$ cat config.mk
export PLATFORM = sky130hd
export DESIGN_NAME = tcct_timer
export DESIGN_NICKNAME = d
export VERILOG_FILES = /design/src/tcct_pkg.sv /design/src/tcct_timer.sv
export VERILOG_INCLUDE_DIRS = /design/src
export SDC_FILE = /design/constraint.sdc
export NUM_CORES = 1
export LEC_CHECK = 0
export BUFFER_PORTS_ARGS = -buffer_cell sky130_fd_sc_hd__clkbuf_2
export CAP_MARGIN = 20
export CORE_ASPECT_RATIO = 1.4
export CORE_MARGIN = 2
export CORE_UTILIZATION = 45
export CTS_BUF_LIST = sky130_fd_sc_hd__clkbuf_8
export CTS_CLUSTER_DIAMETER = 120
export DETAILED_ROUTE_END_ITERATION = 7
export GPL_ROUTABILITY_DRIVEN = 0
export PLACE_DENSITY = 0.65
export SLEW_MARGIN = 20
export SYNTH_ARGS = -nofsm -noshare
export SYNTH_HDL_FRONTEND = slang
export SYNTH_SLANG_ARGS = --single-unit
$ cat constraint.sdc
create_clock -name clk_sys -period 4.5 [get_ports clk_sys]
set_input_delay 0.45 -clock clk_sys [delete_from_list [all_inputs] [get_ports clk_sys]]
set_output_delay 0.45 -clock clk_sys [all_outputs]
set_load 0.05 [all_outputs]
$ cat src/tcct_defs.svh
// Register offsets, field positions, reset values of the timer unit.
// Assumes a 16-bit register bus with byte addresses and two byte lanes.
`ifndef TCCT_DEFS_SVH
`define TCCT_DEFS_SVH
// Per-channel word offsets, channel n at byte address n * 16
`define TCCT_OFF_CTL     4'h0
`define TCCT_OFF_IO      4'h2
`define TCCT_OFF_CNT     4'h4
`define TCCT_OFF_GA      4'h6
`define TCCT_OFF_GB      4'h8
`define TCCT_OFF_GC      4'ha
`define TCCT_OFF_GD      4'hc
`define TCCT_OFF_RUNSYNC 6'h30
// Reset values
`define TCCT_TGR_RST     16'hffff
`define TCCT_CNT_RST     16'h0000
`define TCCT_BYTE_RST    8'h00
`define TCCT_RUN_RST     3'h0
`define TCCT_SYNC_RST    3'h0
// Field positions
`define TCCT_IO_CAP      0
`define TCCT_IO_INIT     3
`define TCCT_MD_BUFA     2
`define TCCT_MD_BUFB     3
`define TCCT_CTL_EXT     3
`define TCCT_EXT_BASE    6
`endif

$ cat src/tcct_pkg.sv
// Types shared by the timer unit.
// Assumes the register fields decode straight into these codes.
package tcct_pkg;
   typedef enum logic [1:0] {tcct_md_normal, tcct_md_pwm, tcct_md_phase,
                             tcct_md_spare} tcct_mode_t;
   typedef enum logic [2:0] {tcct_clr_none, tcct_clr_on_a, tcct_clr_on_b,
                             tcct_clr_sync, tcct_clr_r4, tcct_clr_r5,
                             tcct_clr_r6, tcct_clr_r7} tcct_clr_t;
endpackage : tcct_pkg

$ cat src/tcct_timer.sv
// Three-channel 16-bit capture/compare timer with its register file.
// Assumes one clock, a synchronous reset and a 16-bit bus master using
// even byte addresses; pins arrive from outside the clock domain.
`include "tcct_defs.svh"
`timescale 1ns/1ns
module tcct_timer (
   input  wire logic        clk_sys,
   input  wire logic        reset,
   input  wire logic [5:0]  bus_addr,
   input  wire logic        bus_wr,
   input  wire logic        bus_rd,
   input  wire logic [1:0]  bus_be,
   input  wire logic [15:0] bus_wdata,
   output wire logic [15:0] bus_rdata,
   input  wire logic [5:0]  timer_capture_compare_pin_in,
   output wire logic [5:0]  timer_capture_compare_pin_out,
   output wire logic [5:0]  timer_capture_compare_pin_oe,
   input  wire logic [3:0]  external_count_clock_pin
);

   function automatic logic tcct_lvl(input logic [1:0] act,
                                     input logic       cur);
      tcct_lvl = (act == 2'h1) ? 1'b0 :
                 (act == 2'h2) ? 1'b1 :
                 (act == 2'h3) ? ~cur : cur;
   endfunction : tcct_lvl

   logic [9:0]  syn1_r, syn2_r, syn3_r, filt_r, filt_d_r;
   logic [2:0]  run_r, sync_r;
   logic [15:0] bus_rdata_r;
   logic [15:0] rd_ch [3];
   wire  [2:0]  wr_cnt_v;
   wire  [2:0]  clr_own_v;
   wire  [9:0]  in_all = {external_count_clock_pin,
                           timer_capture_compare_pin_in};
   // A change only counts once the second and third stages agree
   wire  [9:0]  agree    = ~(syn2_r ^ syn3_r);
   wire  [9:0]  filt_nxt = (agree & syn3_r) | (~agree & filt_r);
   wire  [9:0]  rise_v   = filt_r & ~filt_d_r;
   wire  [9:0]  fall_v   = ~filt_r & filt_d_r;

   always_ff @(posedge clk_sys)
   begin
      if (reset)
      begin
         syn1_r   <= 10'h000;
         syn2_r   <= 10'h000;
         syn3_r   <= 10'h000;
         filt_r   <= 10'h000;
         filt_d_r <= 10'h000;
      end
      else
      begin
         syn1_r   <= in_all;
         syn2_r   <= syn1_r;
         syn3_r   <= syn2_r;
         filt_r   <= filt_nxt;
         filt_d_r <= filt_r;
      end
   end

   // Run and sync selects share one word: run high byte, sync low byte
   wire rs_sel = bus_wr & (bus_addr == `TCCT_OFF_RUNSYNC);
   wire wr_run = rs_sel & bus_be[1];
   wire wr_syn = rs_sel & bus_be[0];

   always_ff @(posedge clk_sys)
   begin
      if (reset)
      begin
         run_r  <= `TCCT_RUN_RST;
         sync_r <= `TCCT_SYNC_RST;
      end
      else
      begin
         if (wr_run)
            run_r <= bus_wdata[10:8];
         if (wr_syn)
            sync_r <= bus_wdata[2:0];
      end
   end

   wire preset_any   = |(wr_cnt_v & sync_r);
   wire sync_clr_any = |(clr_own_v & sync_r);

   for (genvar c = 0; c < 3; c++)
   begin : g_ch
      localparam int QA = `TCCT_EXT_BASE + 2 * ((c == 0) ? 0 : c - 1);
      logic [7:0]  ctl_r, mode_r, io_r;
      logic [15:0] cnt_r;
      logic [15:0] tgr_r   [4];
      logic [15:0] tgr_nxt [4];
      logic [3:0]  hit_prev_r;
      logic [1:0]  out_r, oe_r;
      wire  [3:0]  hit;
      wire  [1:0]  cap;
      tcct_pkg::tcct_mode_t mode;
      tcct_pkg::tcct_clr_t  clr;
      assign mode = tcct_pkg::tcct_mode_t'(mode_r[1:0]);
      assign clr  = tcct_pkg::tcct_clr_t'(ctl_r[2:0]);

      wire       sel   = (bus_addr[5:4] == 2'(c));
      wire [3:0] off   = bus_addr[3:0];
      wire       wr_hi = bus_wr & sel & bus_be[1];
      wire       wr_lo = bus_wr & sel & bus_be[0];
      wire       wr_w  = bus_wr & sel & (bus_be == 2'h3);
      wire       wr_ctl  = wr_hi & (off == `TCCT_OFF_CTL);
      wire       wr_mode = wr_lo & (off == `TCCT_OFF_CTL);
      wire       wr_io   = wr_hi & (off == `TCCT_OFF_IO);
      assign wr_cnt_v[c] = wr_w & (off == `TCCT_OFF_CNT);
      // channel 0 alone has the third and fourth registers
      wire [3:0] wr_g = {wr_w & (off == `TCCT_OFF_GD) & (c == 0),
                         wr_w & (off == `TCCT_OFF_GC) & (c == 0),
                         wr_w & (off == `TCCT_OFF_GB),
                         wr_w & (off == `TCCT_OFF_GA)};

      // only phase mode counts down; channel 0 never does
      wire       phase  = (mode == tcct_pkg::tcct_md_phase) & (c != 0);
      wire       pwm    = (mode == tcct_pkg::tcct_md_pwm);
      wire [1:0] buf_en = (c == 0) ?
                          {mode_r[`TCCT_MD_BUFB], mode_r[`TCCT_MD_BUFA]} :
                          2'h0;
      wire [1:0] is_cap = {io_r[4 + `TCCT_IO_CAP], io_r[`TCCT_IO_CAP]};

      wire q_step = (filt_r[QA] ^ filt_d_r[QA]) ^
                    (filt_r[QA + 1] ^ filt_d_r[QA + 1]);
      wire q_up   = filt_d_r[QA] ^ filt_r[QA + 1];
      wire tick   = run_r[c] & (phase ? q_step :
                    ctl_r[`TCCT_CTL_EXT] ? rise_v[`TCCT_EXT_BASE + c] :
                    1'b1);
      wire down   = phase & ~q_up;

      for (genvar k = 0; k < 4; k++)
      begin : g_reg
         // stopped counters never match; the pin holds its level
         assign hit[k] = run_r[c] & (cnt_r == tgr_r[k]) &
                         ~((k < 2) & is_cap[k % 2]);
      end
      // Edge of the match only: a slow external count would retrigger
      wire [3:0] mp = hit & ~hit_prev_r;
      assign cap[0] = is_cap[0] & ((rise_v[2 * c] & io_r[1]) |
                                   (fall_v[2 * c] & io_r[2]));
      assign cap[1] = is_cap[1] & ((rise_v[2 * c + 1] & io_r[5]) |
                                   (fall_v[2 * c + 1] & io_r[6]));
      wire [1:0] ev = cap | mp[1:0];

      assign clr_own_v[c] = ((clr == tcct_pkg::tcct_clr_on_a) & ev[0]) |
                            ((clr == tcct_pkg::tcct_clr_on_b) & ev[1]);
      wire clr_now = clr_own_v[c] | (sync_r[c] & sync_clr_any &
                     (clr == tcct_pkg::tcct_clr_sync));
      wire preset  = wr_cnt_v[c] | (sync_r[c] & preset_any);
      wire [15:0] cnt_nxt = preset ? bus_wdata :
                            clr_now ? `TCCT_CNT_RST :
                            !tick ? cnt_r :
                            down ? cnt_r - 16'h0001 : cnt_r + 16'h0001;

      assign tgr_nxt[0] = cap[0] ? cnt_r :
                          (buf_en[0] & mp[0]) ? tgr_r[2] :
                          wr_g[0] ? bus_wdata : tgr_r[0];
      assign tgr_nxt[1] = cap[1] ? cnt_r :
                          (buf_en[1] & mp[1]) ? tgr_r[3] :
                          wr_g[1] ? bus_wdata : tgr_r[1];
      assign tgr_nxt[2] = (buf_en[0] & cap[0]) ? tgr_r[0] :
                          wr_g[2] ? bus_wdata : tgr_r[2];
      assign tgr_nxt[3] = (buf_en[1] & cap[1]) ? tgr_r[1] :
                          wr_g[3] ? bus_wdata : tgr_r[3];

      wire       io_init = wr_io & ~run_r[c];
      wire [7:0] io_w    = bus_wdata[15:8];
      // PWM: first match drives the first pin by io_r[2:1], second match by io_r[6:5]
      wire [1:0] out_nxt;
      assign out_nxt[0] = io_init ? io_w[`TCCT_IO_INIT] :
                          (pwm & mp[1]) ? tcct_lvl(io_r[6:5], out_r[0]) :
                          mp[0] ? tcct_lvl(io_r[2:1], out_r[0]) : out_r[0];
      assign out_nxt[1] = io_init ? io_w[4 + `TCCT_IO_INIT] :
                          (~pwm & mp[1]) ? tcct_lvl(io_r[6:5], out_r[1]) :
                          out_r[1];

      always_ff @(posedge clk_sys)
      begin
         if (reset)
         begin
            ctl_r      <= `TCCT_BYTE_RST;
            mode_r     <= `TCCT_BYTE_RST;
            io_r       <= `TCCT_BYTE_RST;
            cnt_r      <= `TCCT_CNT_RST;
            tgr_r      <= '{default: `TCCT_TGR_RST};
            hit_prev_r <= 4'h0;
            out_r      <= 2'h0;
            oe_r       <= 2'h0;
         end
         else
         begin
            if (wr_ctl)
               ctl_r <= bus_wdata[15:8];
            if (wr_mode)
               mode_r <= bus_wdata[7:0];
            if (wr_io)
               io_r <= io_w;
            cnt_r      <= cnt_nxt;
            tgr_r      <= tgr_nxt;
            hit_prev_r <= hit;
            out_r      <= out_nxt;
            oe_r       <= {~is_cap[1] & ~pwm, ~is_cap[0]};
         end
      end

      assign rd_ch[c] =
         (off == `TCCT_OFF_CTL) ? {ctl_r, mode_r} :
         (off == `TCCT_OFF_IO)  ? {io_r, 8'h00} :
         (off == `TCCT_OFF_CNT) ? cnt_r :
         (off == `TCCT_OFF_GA)  ? tgr_r[0] :
         (off == `TCCT_OFF_GB)  ? tgr_r[1] :
         ((off == `TCCT_OFF_GC) && (c == 0)) ? tgr_r[2] :
         ((off == `TCCT_OFF_GD) && (c == 0)) ? tgr_r[3] : 16'h0000;
      assign timer_capture_compare_pin_out[2 * c +: 2] = out_r;
      assign timer_capture_compare_pin_oe[2 * c +: 2]  = oe_r;
   end

   wire [15:0] rd_nxt = (bus_addr == `TCCT_OFF_RUNSYNC) ?
                        {5'h00, run_r, 5'h00, sync_r} :
                        (bus_addr[5:4] != 2'h3) ? rd_ch[bus_addr[5:4]] :
                        16'h0000;

   always_ff @(posedge clk_sys)
   begin
      if (reset)
         bus_rdata_r <= 16'h0000;
      else
         bus_rdata_r <= bus_rd ? rd_nxt : 16'h0000;
   end
   assign bus_rdata = bus_rdata_r;
endmodule : tcct_timer

Word-level counts from Yosys, hierarchy flattened

Index checks and enable logic that the tools add are counted.

Add/sub/neg operators: 5
$lt $le $gt $ge: 1
Equal/unequal tests: 52
Muxes and demuxes: 98
Bitwise logic cells: 168
Reductions and logical operators: 35

Operators with widths:

| cell                                                | count |
|---|---|
| two-way mux 16 bit                                  | 48 |
| AND 1 bit                                           | 101 |
| == test 16 bit                                      | 6 |
| adder 16 x 1 -> 16 bit (second input constant)      | 3 |
| two-way mux 1 bit                                   | 47 |
| binary-select mux 16 bit (select 2 bit)             | 1 |
| == test 2 bit (second input constant)               | 16 |
| subtractor 16 x 1 -> 16 bit (second input constant) | 2 |
| nonzero test 3 bit                                  | 8 |
| two-way mux 11 bit                                  | 2 |
| inverter 1 bit                                      | 22 |
| AND 10 bit                                          | 2 |
| == test 2 x 1 -> 1 bit (second input constant)      | 10 |
| inverter 10 bit                                     | 2 |
| == test 3 x 2 -> 1 bit (second input constant)      | 6 |
| nonzero test 2 bit                                  | 9 |
| != test 5 x 2 -> 1 bit (second input constant)      | 3 |
| bitwise OR 1 bit                                    | 15 |
| nonzero test 5 bit                                  | 3 |
| == test 4 bit (second input constant)               | 3 |
| nonzero test 4 bit                                  | 3 |
| bitwise OR 10 bit                                   | 1 |
| XOR 10 bit                                          | 1 |
| AND 9 bit                                           | 1 |
| 22 further kinds                                    | 44 |

Bits in registers: 338
Input bits: 38
Output and inout port bits: 28
Word-level logic and storage cells: 400

Longest topological paths before layout

Gate-level depths: netlist of run 1.

Depth in word-level cells: 15
Gate-level depth with buffers: 13
Mapped depth without buffers: 11

Worst setup path after synthesis of run 1

Ideal clock, no wire load.

Path kind: register to register
Start point: register g_ch[1].mode_r[0]
End point: register g_ch[1].cnt_r[13]
Library setup time: 0.136 ns
Arrival time: 3.107 ns
Data required time: 4.364 ns
Setup slack: 1.257 ns
Stages on the path, launching flop included: 12
Buffers on the path: 0
Clock period less this slack: 3.243 ns
Path through: dfxtp_1 nand2b_1 nor2_1 ha_1 a211o_1 o211ai_1 a21oi_1 o21ai_0 o21bai_1 a2111oi_0 o31a_1 a2111oi_0

Word-level cells in the longest chain between the ends: 6
Elaborated cells between the ends (all ways): 9
Classes of those cells: eq/ne: 1; mux: 5; bitwise: 2; reduce/logical: 1

Ends and longest elaborated chain:

| item                     | line              | RTL |
|---|---|---|
| start: declaration       | tcct_timer.sv:89  | `logic [7:0] ctl_r, mode_r, io_r;` |
| start signal: assignment | tcct_timer.sv:184 | `` mode_r <= `TCCT_BYTE_RST; `` |
| start signal: assignment | tcct_timer.sv:197 | `mode_r <= bus_wdata[7:0];` |
| == test 2 bit (*)        | tcct_timer.sv:118 | `wire phase = (mode == tcct_pkg::tcct_md_phase) & (c != 0);` |
| AND 1 bit                | tcct_timer.sv:131 | `wire down = phase & ~q_up;` |
| two-way mux 16 bit       | tcct_timer.sv:155 | `down ? cnt_r - 16'h0001 : cnt_r + 16'h0001;` |
| two-way mux 16 bit       | tcct_timer.sv:154 | `!tick ? cnt_r :` |
| two-way mux 16 bit       | tcct_timer.sv:153 | `` clr_now ? `TCCT_CNT_RST : `` |
| two-way mux 16 bit       | tcct_timer.sv:152 | `wire [15:0] cnt_nxt = preset ? bus_wdata :` |
| end signal: assignment   | tcct_timer.sv:186 | `` cnt_r <= `TCCT_CNT_RST; `` |
| end signal: assignment   | tcct_timer.sv:200 | `cnt_r <= cnt_nxt;` |
| end: declaration         | tcct_timer.sv:90  | `logic [15:0] cnt_r;` |

Every way passes the cells marked *; elsewhere a longest branch is shown, timed or not. The select of a mux whose other input is x is not followed.
A chain may end at the register's enable or synchronous reset.

Final worst setup path of run 1

Start point: register g_ch[2].cnt_r[4]
End point: register g_ch[0].cnt_r[12]

Word-level cells in the longest chain between the ends: 14
Elaborated cells between the ends (all ways): 19
Classes of those cells: eq/ne: 2; mux: 2; bitwise: 13; reduce/logical: 2

Ends and longest elaborated chain:

| item                                | line                                 | RTL |
|---|---|---|
| start: declaration                  | tcct_timer.sv:90                     |  |
| start signal: assignment            | tcct_timer.sv:186                    |  |
| start signal: assignment            | tcct_timer.sv:200                    |  |
| == test 16 bit                      | tcct_timer.sv:136                    | `assign hit[k] = run_r[c] & (cnt_r == tgr_r[k]) &` |
| AND 1 bit (2 in series)             | tcct_timer.sv:136                    |  |
| AND 2 bit (*)                       | tcct_timer.sv:140                    | `wire [3:0] mp = hit & ~hit_prev_r;` |
| bitwise OR 2 bit (*)                | tcct_timer.sv:145                    | `wire [1:0] ev = cap \| mp[1:0];` |
| AND 1 bit, on equally long branches | tcct_timer.sv:147, tcct_timer.sv:148 |  |
| bitwise OR 1 bit (*)                | tcct_timer.sv:147                    | `assign clr_own_v[c] = ((clr == tcct_pkg::tcct_clr_on_a) & ev[0]) \|` |
| AND 3 bit (*)                       | tcct_timer.sv:84                     | `wire sync_clr_any = \|(clr_own_v & sync_r);` |
| OR reduction 3 bit (*)              | tcct_timer.sv:84                     |  |
| AND 1 bit (*) (2 in series)         | tcct_timer.sv:149                    | `wire clr_now = clr_own_v[c] \| (sync_r[c] & sync_clr_any &` |
| bitwise OR 1 bit (*)                | tcct_timer.sv:149                    |  |
| two-way mux 16 bit                  | tcct_timer.sv:153                    |  |
| two-way mux 16 bit                  | tcct_timer.sv:152                    |  |
| end signal: assignment              | tcct_timer.sv:186                    |  |
| end signal: assignment              | tcct_timer.sv:200                    |  |
| end: declaration                    | tcct_timer.sv:90                     |  |

Every way passes the cells marked *; elsewhere a longest branch is shown, timed or not.

==> results.md, run 1 <==
- Crit path launch type: flop
- Seq cells post-synth: 338
- Final wirelength: 70970 um
- Yosys cell types: 84
- Post-synthesis mux area share: 7.409%
- Period minus WS final: between 3 and 4 ns
- Final Setup Violations: 0
- Worst Path Required: 5.06 ns
- CP peak stage delay: 0.68 ns
- CP bufs+invs: 1
- Worst skew pair latency: 0.64 ns
- Hold buffers post-CTS: 0
- Leakage Power: between 0.007 and 0.008 uW
- Share of cells above drive strength 1: 9.802%
- Internal: between 4000 and 5000 uW
- Post-synth EDFFs: 0
- Clk pin slew, worst setup/hold paths: 0.06 ns
- Port bufs: 65
- Largest net degree at the start of global routing: around 170
- Starting Density: 45.26%
- Detail Placement HPWL: 48750 um
- Asr flop ratio synth: 0%
- DIE AREA: 44860 sq um
- Average wire per standard cell: 23.39 um
- DIE HEIGHT: between 200 and 250 um
- CTS max path bufs: 3
- Synth Area in Simple Gates: roughly 23%
- Complex-gate fraction of the synthesized area: a little over a fifth
- Pre-CTS setup slack: ~0.96 ns
- CTS tree: done
- Vias in the first global route: roughly 18000
- Crit share post-route: 81.56%
- Post-layout util: 49.60%
- Slowest CP cell: dfxtp_1
- Total grt overflow: 0
- PostCTS Resize Cnt: 0
- Netlist Area Pre-Place: 19420 sq um
- Final net count: about 2500
- First-pass GRT wire length: 107800 um
- Final WS setup: 0.8299 ns
- Layout area overhead: 9.581%
- Post-synth top flop: dfxtp_1
- Arrival time at the worst endpoint: roughly 4.2 ns
- Crit-path most repeated cell: nand3_1
- Critical path, cell by cell: xor2_1 > nor4_1 > nand3_1 > o41ai_1 > buf_4 > o21ai_1 > a211o_1 > nand3_1 > a2bb2oi_1
- Logic pwr share: 6.6%
- Rel. slew slack: 27.73%
- First-pass iteration count of the detailed router: 6
- Initial antenna violation count: 2
- Max-slew violations: 0
- Xor-xnor portion of the synthesized cell area: 5.547%
- Die W: approximately 180 um
- Clock share of power: a little under half
- Post-Syn Nets: 2556
- Post-route ant nets: 0
- H-tree levels: 2
- Status: finished clean
- Clock sink count: 338
- Worst setup EP type: flop
- Vias per inst: 6.342
- Postcts setup bufs: 0
- Total number of vias: 19240
- Max Freq: 272.5 MHz
- Switching part of the total power: 25.96%
- Worst Tran Pin Value: about 1.1 ns
- Syn Inst Count: 2466
- Crit path max fanout: 28
- Setup TNS: 0 ns
- Max Cap Viol: 0
- DP Cell Count: 2931
- Synth warnings: 0
- Adder-cell area share of the yosys netlist: 3.428%
- GR Util All Layers: between 30% and 40%
- Drt drc: 0
- CP delay by family, top: compound AO/OA/AOI/OAI gates
- Power Density: 296.9 nW/um^2
- CTS Buf Count: 55
- Root buffer cell: clkbuf_8
- IO Pins: 66
- Register share of total power: a little under half
- Register area share after synthesis: between 30% and 40%
- Synth Area per Inst: 7.875 sq um
- # rows: 90
- Initial DRC count: about 2300
- Main combinational cell family by area after synthesis: simple AND/OR/NAND/NOR gates
- Final hold violation count: 0
- Non-Filler Instances: 3034
- Setup CP Type: reg2reg
- Switching pwr: 1640 uW
- Core area: around 43000 sq um
- Peak supply drop: 0.2918 mV
- Worst Hold Class: in2reg
- Unrepaired setup endpoints after global routing: false
- Clock Skew: 0.03115 ns
[synth_stat cells (all sizes together) (46+ instances only)]
cell	instances	share of area, %
dfxtp	338	35
xor2	68	3.1
xnor2	55	2.5
inv	46	0.89
a221oi	46	2.1
nand2	392	7.6
mux2i	137	7.1
nor2	198	3.8
a21oi	75	1.9
clkbuf	182	3.5
ha	50	3.2
o21ai	212	5.5
nand3	109	2.8
nor2b	58	1.9
[through the flow]
step                      hold slack [ns]  instance area [sq um]  power (uW)
after floorplan                    0.4138                  19420        3339
after global placement             0.4231                  20100        3490
after detailed placement           0.4289                  20100        3493
after CTS                        0.003103                  21270        6331
after global routing              0.02742                  21280        6481
final                             0.02950                  21280        6318
[power groups by stage]
stage,combinational [uW],sequential [uW],clock [uW]
after floorplan,225,3110,0
after global placement,395,3100,0
after detailed placement,398,3100,0
after CTS,400,3030,2900
after global routing,432,3030,3020
final,415,3030,2870
[cell type report]
| class | count | area (sq um) |
|---|---|---|
| Fill cell | 4166 | 21620 |
| Multi-Input combinational cell | 1877 | 11730 |
| Sequential cell | 338 | 6766 |
| Clock buffer | 69 | 949.7 |
| Timing Repair Buffer | 117 | 734.5 |
| Tap cell | 552 | 690.7 |
| Clock inverter | 31 | 221.5 |
| Inverter | 47 | 177.7 |
| Antenna cell | 3 | 7.507 |
[metal layers]
metal	up-vias	global-route usage, %	routed length [um]
met5	-	0	0
met4	0	23.93	6373
met3	351	6.800	6371
met2	1085	48.82	32030
met1	9069	35.15	26200
li1	8736	-	-
[kinds of logic after synthesis]
kind of cell               Yosys count
buffers and inverters              251
DFF                                338
adders and majority gates           52
xor gates and xnor gates           123
and+or+nand+nor                    950
AOI/OAI and AO/OA                  611
muxes                              141
[registers in the layout, indices dropped and copies added, names as in the netlist, 10 cells and up, named ones only]
| signal | cells |
|---|---|
| syn3_r | 10 |
| syn2_r | 10 |
| g_ch.cnt_r | 48 |
| syn1_r | 10 |
| g_ch.ctl_r | 24 |
| filt_d_r | 10 |
| g_ch.tgr_r | 128 |
| g_ch.io_r | 24 |
| bus_rdata | 16 |
| g_ch.mode_r | 24 |
[cell usage in the layout (no fill, tap or decap), types with 23 or more instances in the layout]
cell,count
clkbuf_2,64
nand3_1,109
mux2i_1,137
nor3_1,35
a221oi_1,45
a22oi_1,35
dfxtp_1,338
nor2b_1,58
ha_1,50
clkbuf_8,69
a21oi_1,75
o211ai_1,41
o21ai_0,204
a211oi_1,29
a31oi_1,34
nor2_1,198
buf_4,51
xor2_1,68
inv_1,60
nand2b_1,30
nand4_1,23
nand2_1,391
xnor2_1,55
[final timing paths]
| check | from | endpoint | slack [ns] | cells after the start |
|---|---|---|---|---|
| max | g_ch[2].cnt_r[4] | g_ch[0].cnt_r[12] | 0.83 | 9 |
| min | timer_capture_compare_pin_in[0] | syn1_r[0] | 0.03 | 2 |
| max reg2reg | g_ch[2].cnt_r[4] | g_ch[0].cnt_r[12] | 0.83 | 9 |
| min reg2reg | syn1_r[4] | syn2_r[4] | 0.44 | 1 |
Power figures use the tool's default switching activity.
==> run 2, diff against run 1 <==
- PLACE_DENSITY: 0.65 -> 0.67
- clock period: 4.5 -> 3.2 ns (I/O delays scaled with it)
==> results.md, run 2 (same netlist as run 1, synthesis figures left out) <==
- Port bufs: 65 (unchanged)
- First-pass GRT wire length: 113800 um (+5.6%)
- Crit share post-route: 96.91% (+15 points)
- CTS tree: done
- Total number of vias: 20030 (+4.1%)
- Initial DRC count: 2648 (+16%)
- Core area: 42900 sq um (unchanged)
- RR Endpoint: g_ch[0].cnt_r[5]
- Max Freq: 322.5 MHz (+18%)
- Clock Skew: 0.03282 ns (+0.001666 ns)
- Initial antenna violation count: 2 (unchanged)
- Reg2reg start: g_ch[2].cnt_r[12]
- Period minus WS final: 3.101 ns (-0.5689 ns)
- R2r worst-path depth: 9 (unchanged)
- Hold Startpoint: reset
- Vias per inst: 6.403 (+0.97%)
- Die W: 179.6 um (unchanged)
- Power Density: 406.0 nW/um^2 (+37%)
- First-pass iteration count of the detailed router: 7 (+1)
- Arrival time at the worst endpoint: 3.61 ns (-0.62 ns)
- Largest net degree at the start of global routing: 156 (-6.0%)
- Leakage Power: 0.008531 uW (+6.9%)
- Setup CP Type: reg2reg
- Clk pin slew, worst setup/hold paths: 0.07 ns (about the same)
- Final Setup Violations: 0 (unchanged)
- Max-slew violations: 0 (unchanged)
- Max Cap Viol: 0 (unchanged)
- Placed Area: 20800 sq um (+3.5%)
- GR Util All Layers: 32.35% (+1.9 points)
- CTS max path bufs: 3 (unchanged)
- Share of cells above drive strength 1: 13.24% (+3.4 points)
- Worst setup EP type: flop
- Most common cell after layout, fill and taps aside: nand2_1
- Pre-CTS setup slack: 0.03357 ns (-0.9303 ns)
- Vias in the first global route: 19280 (+5.6%)
- Worst Tran Pin Value: 0.8847 ns (-0.1968 ns)
- Peak supply drop: 0.4119 mV (+41%)
- Post-route ant nets: 0 (unchanged)
- Critical path, cell by cell: xnor2_1 > nand4b_1 > or4b_1 > o41ai_4 > o21ai_1 > a211o_2 > buf_4 > o2111ai_1 > o2bb2a_1
- Drt drc: 0 (unchanged)
- Average wire per standard cell: 24.00 um (+2.6%)
- Hold Path Cell Cnt: 3 (+1)
- Final hold violation count: 0 (unchanged)
- H-tree levels: 2 (unchanged)
- CTS Buf Count: 54 (-1.8%)
- Clock sink count: 338 (unchanged)
- Starting Density: 45.26% (unchanged)
- Reg2reg setup slack: 0.1 ns (-0.73 ns)
- Worst Path Required: 3.71 ns (-1.35 ns)
- Registers with the most flip-flops: g_ch.tgr_r: 128 flops, g_ch.cnt_r: 48 flops
- # rows: 90 (unchanged)
- Biggest register: g_ch.tgr_r
- WHS Endpoint: g_ch[2].mode_r[6]
- Most frequent cells in the layout: 391 x nand2_1, 338 x dfxtp_1, 202 x o21ai_0, 196 x nor2_1, 137 x mux2i_1
- Detail Placement HPWL: 51420 um (+5.5%)
- Root buffer cell: clkbuf_8
- Worst skew pair latency: 0.65 ns (about the same)
- Critical path depth: 9 (unchanged)
- CP bufs+invs: 1 (unchanged)
- Final net count: 2622 (+3.8%)
- Worst Hold Class: in2reg
- Crit path max fanout: 15 (-46%)
- Flip-flop count of the largest register after layout: 128 (unchanged)
- Status: finished clean
- Final WS setup: 0.09874 ns (-0.7311 ns)
- Final instance area: 22150 sq um (+4.1%)
- Slowest CP cell: or4b_1
- Crit path launch type: flop
- CP peak stage delay: 0.55 ns (-0.13 ns)
- DIE AREA: 44860 sq um (unchanged)
- Layout area overhead: 14.04%
- DIE HEIGHT: 249.8 um (unchanged)
- Total grt overflow: 0 (unchanged)
- IO Pins: 66 (unchanged)
- Rel. slew slack: 41.02% (+13 points)
- Final wirelength: 75060 um (+5.8%)
- Unrepaired setup endpoints after global routing: true
- CP delay by family, top: compound AO/OA/AOI/OAI gates
-- run 2: worst max path at each step --
stage	slack [ns]	endpoint	start
5_1_grt	-0.04	g_ch[1].cnt_r[13]	g_ch[0].cnt_r[9]
3_3_place_gp	0.06	g_ch[2].cnt_r[1]	g_ch[2].cnt_r[11]
3_5_place_dp	0.03	g_ch[1].cnt_r[13]	g_ch[2].cnt_r[11]
4_1_cts	0.02	g_ch[1].cnt_r[13]	g_ch[0].cnt_r[9]
2_1_floorplan	0.23	g_ch[2].cnt_r[15]	g_ch[2].mode_r[0]
6_report	0.1	g_ch[0].cnt_r[5]	g_ch[2].cnt_r[12]
-- run 2: area by class of cell --
type	count	area, sq um
diodes	1	2.502
clock buffers	70	963.4
clock inverters	29	217.7
fillers	4027	20760
inverters	47	177.7
multi-input cells	1877	11790
flip-flops and latches	338	6766
well taps	552	690.7
repair buffers	214	1538
-- run 2: repair_timing --
item / CTS / global route
hold buffers: 10 / 0
buffers inserted: 0 / 1
gates resized for setup: 1 / 10
pin swaps: 0 / 1
hold endpoints to repair: 10 / 0
cloned: 0 / 0
setup endpoints to repair: 1 / 21
-- run 2: worst register-to-register path: stages, from the launching register on --
cell	delay [ns]
dfxtp_1	0.44
xnor2_1	0.21
nand4b_1	0.15
or4b_1	0.55
o41ai_4	0.46
o21ai_1	0.12
a211o_2	0.46
buf_4	0.24
o2111ai_1	0.11
o2bb2a_1	0.23
-- run 2: report_power, final --
part           internal (uW)  switching [uW]
clock network           2210            1890
logic                    175             453
registers               4240            17.6
total                   6630            2360
-- run 2: stage by stage --
stage | TNS [ns] | total power, uW | util (%) | hold slack [ns] | std cells
5_1_grt | -0.07604 | 9226 | 51.61 | 0.2320 | 3127
2_1_floorplan | 0 | 4696 | - | 0.4138 | 2466
3_3_place_gp | 0 | 4937 | 48.49 | 0.4227 | 3017
4_1_cts | 0 | 8993 | 51.49 | 0.2044 | 3126
3_5_place_dp | 0 | 4941 | 48.49 | 0.4223 | 3017
6_report | 0 | 8992 | 51.62 | 0.1914 | 3128
-- run 2: layer usage --
layer | track usage [%] | wire, um
met1 | 37.81 | 27190
met2 | 51.60 | 33280
met3 | 6.683 | 7741
met4 | 25.41 | 6837
met5 | 0 | 18
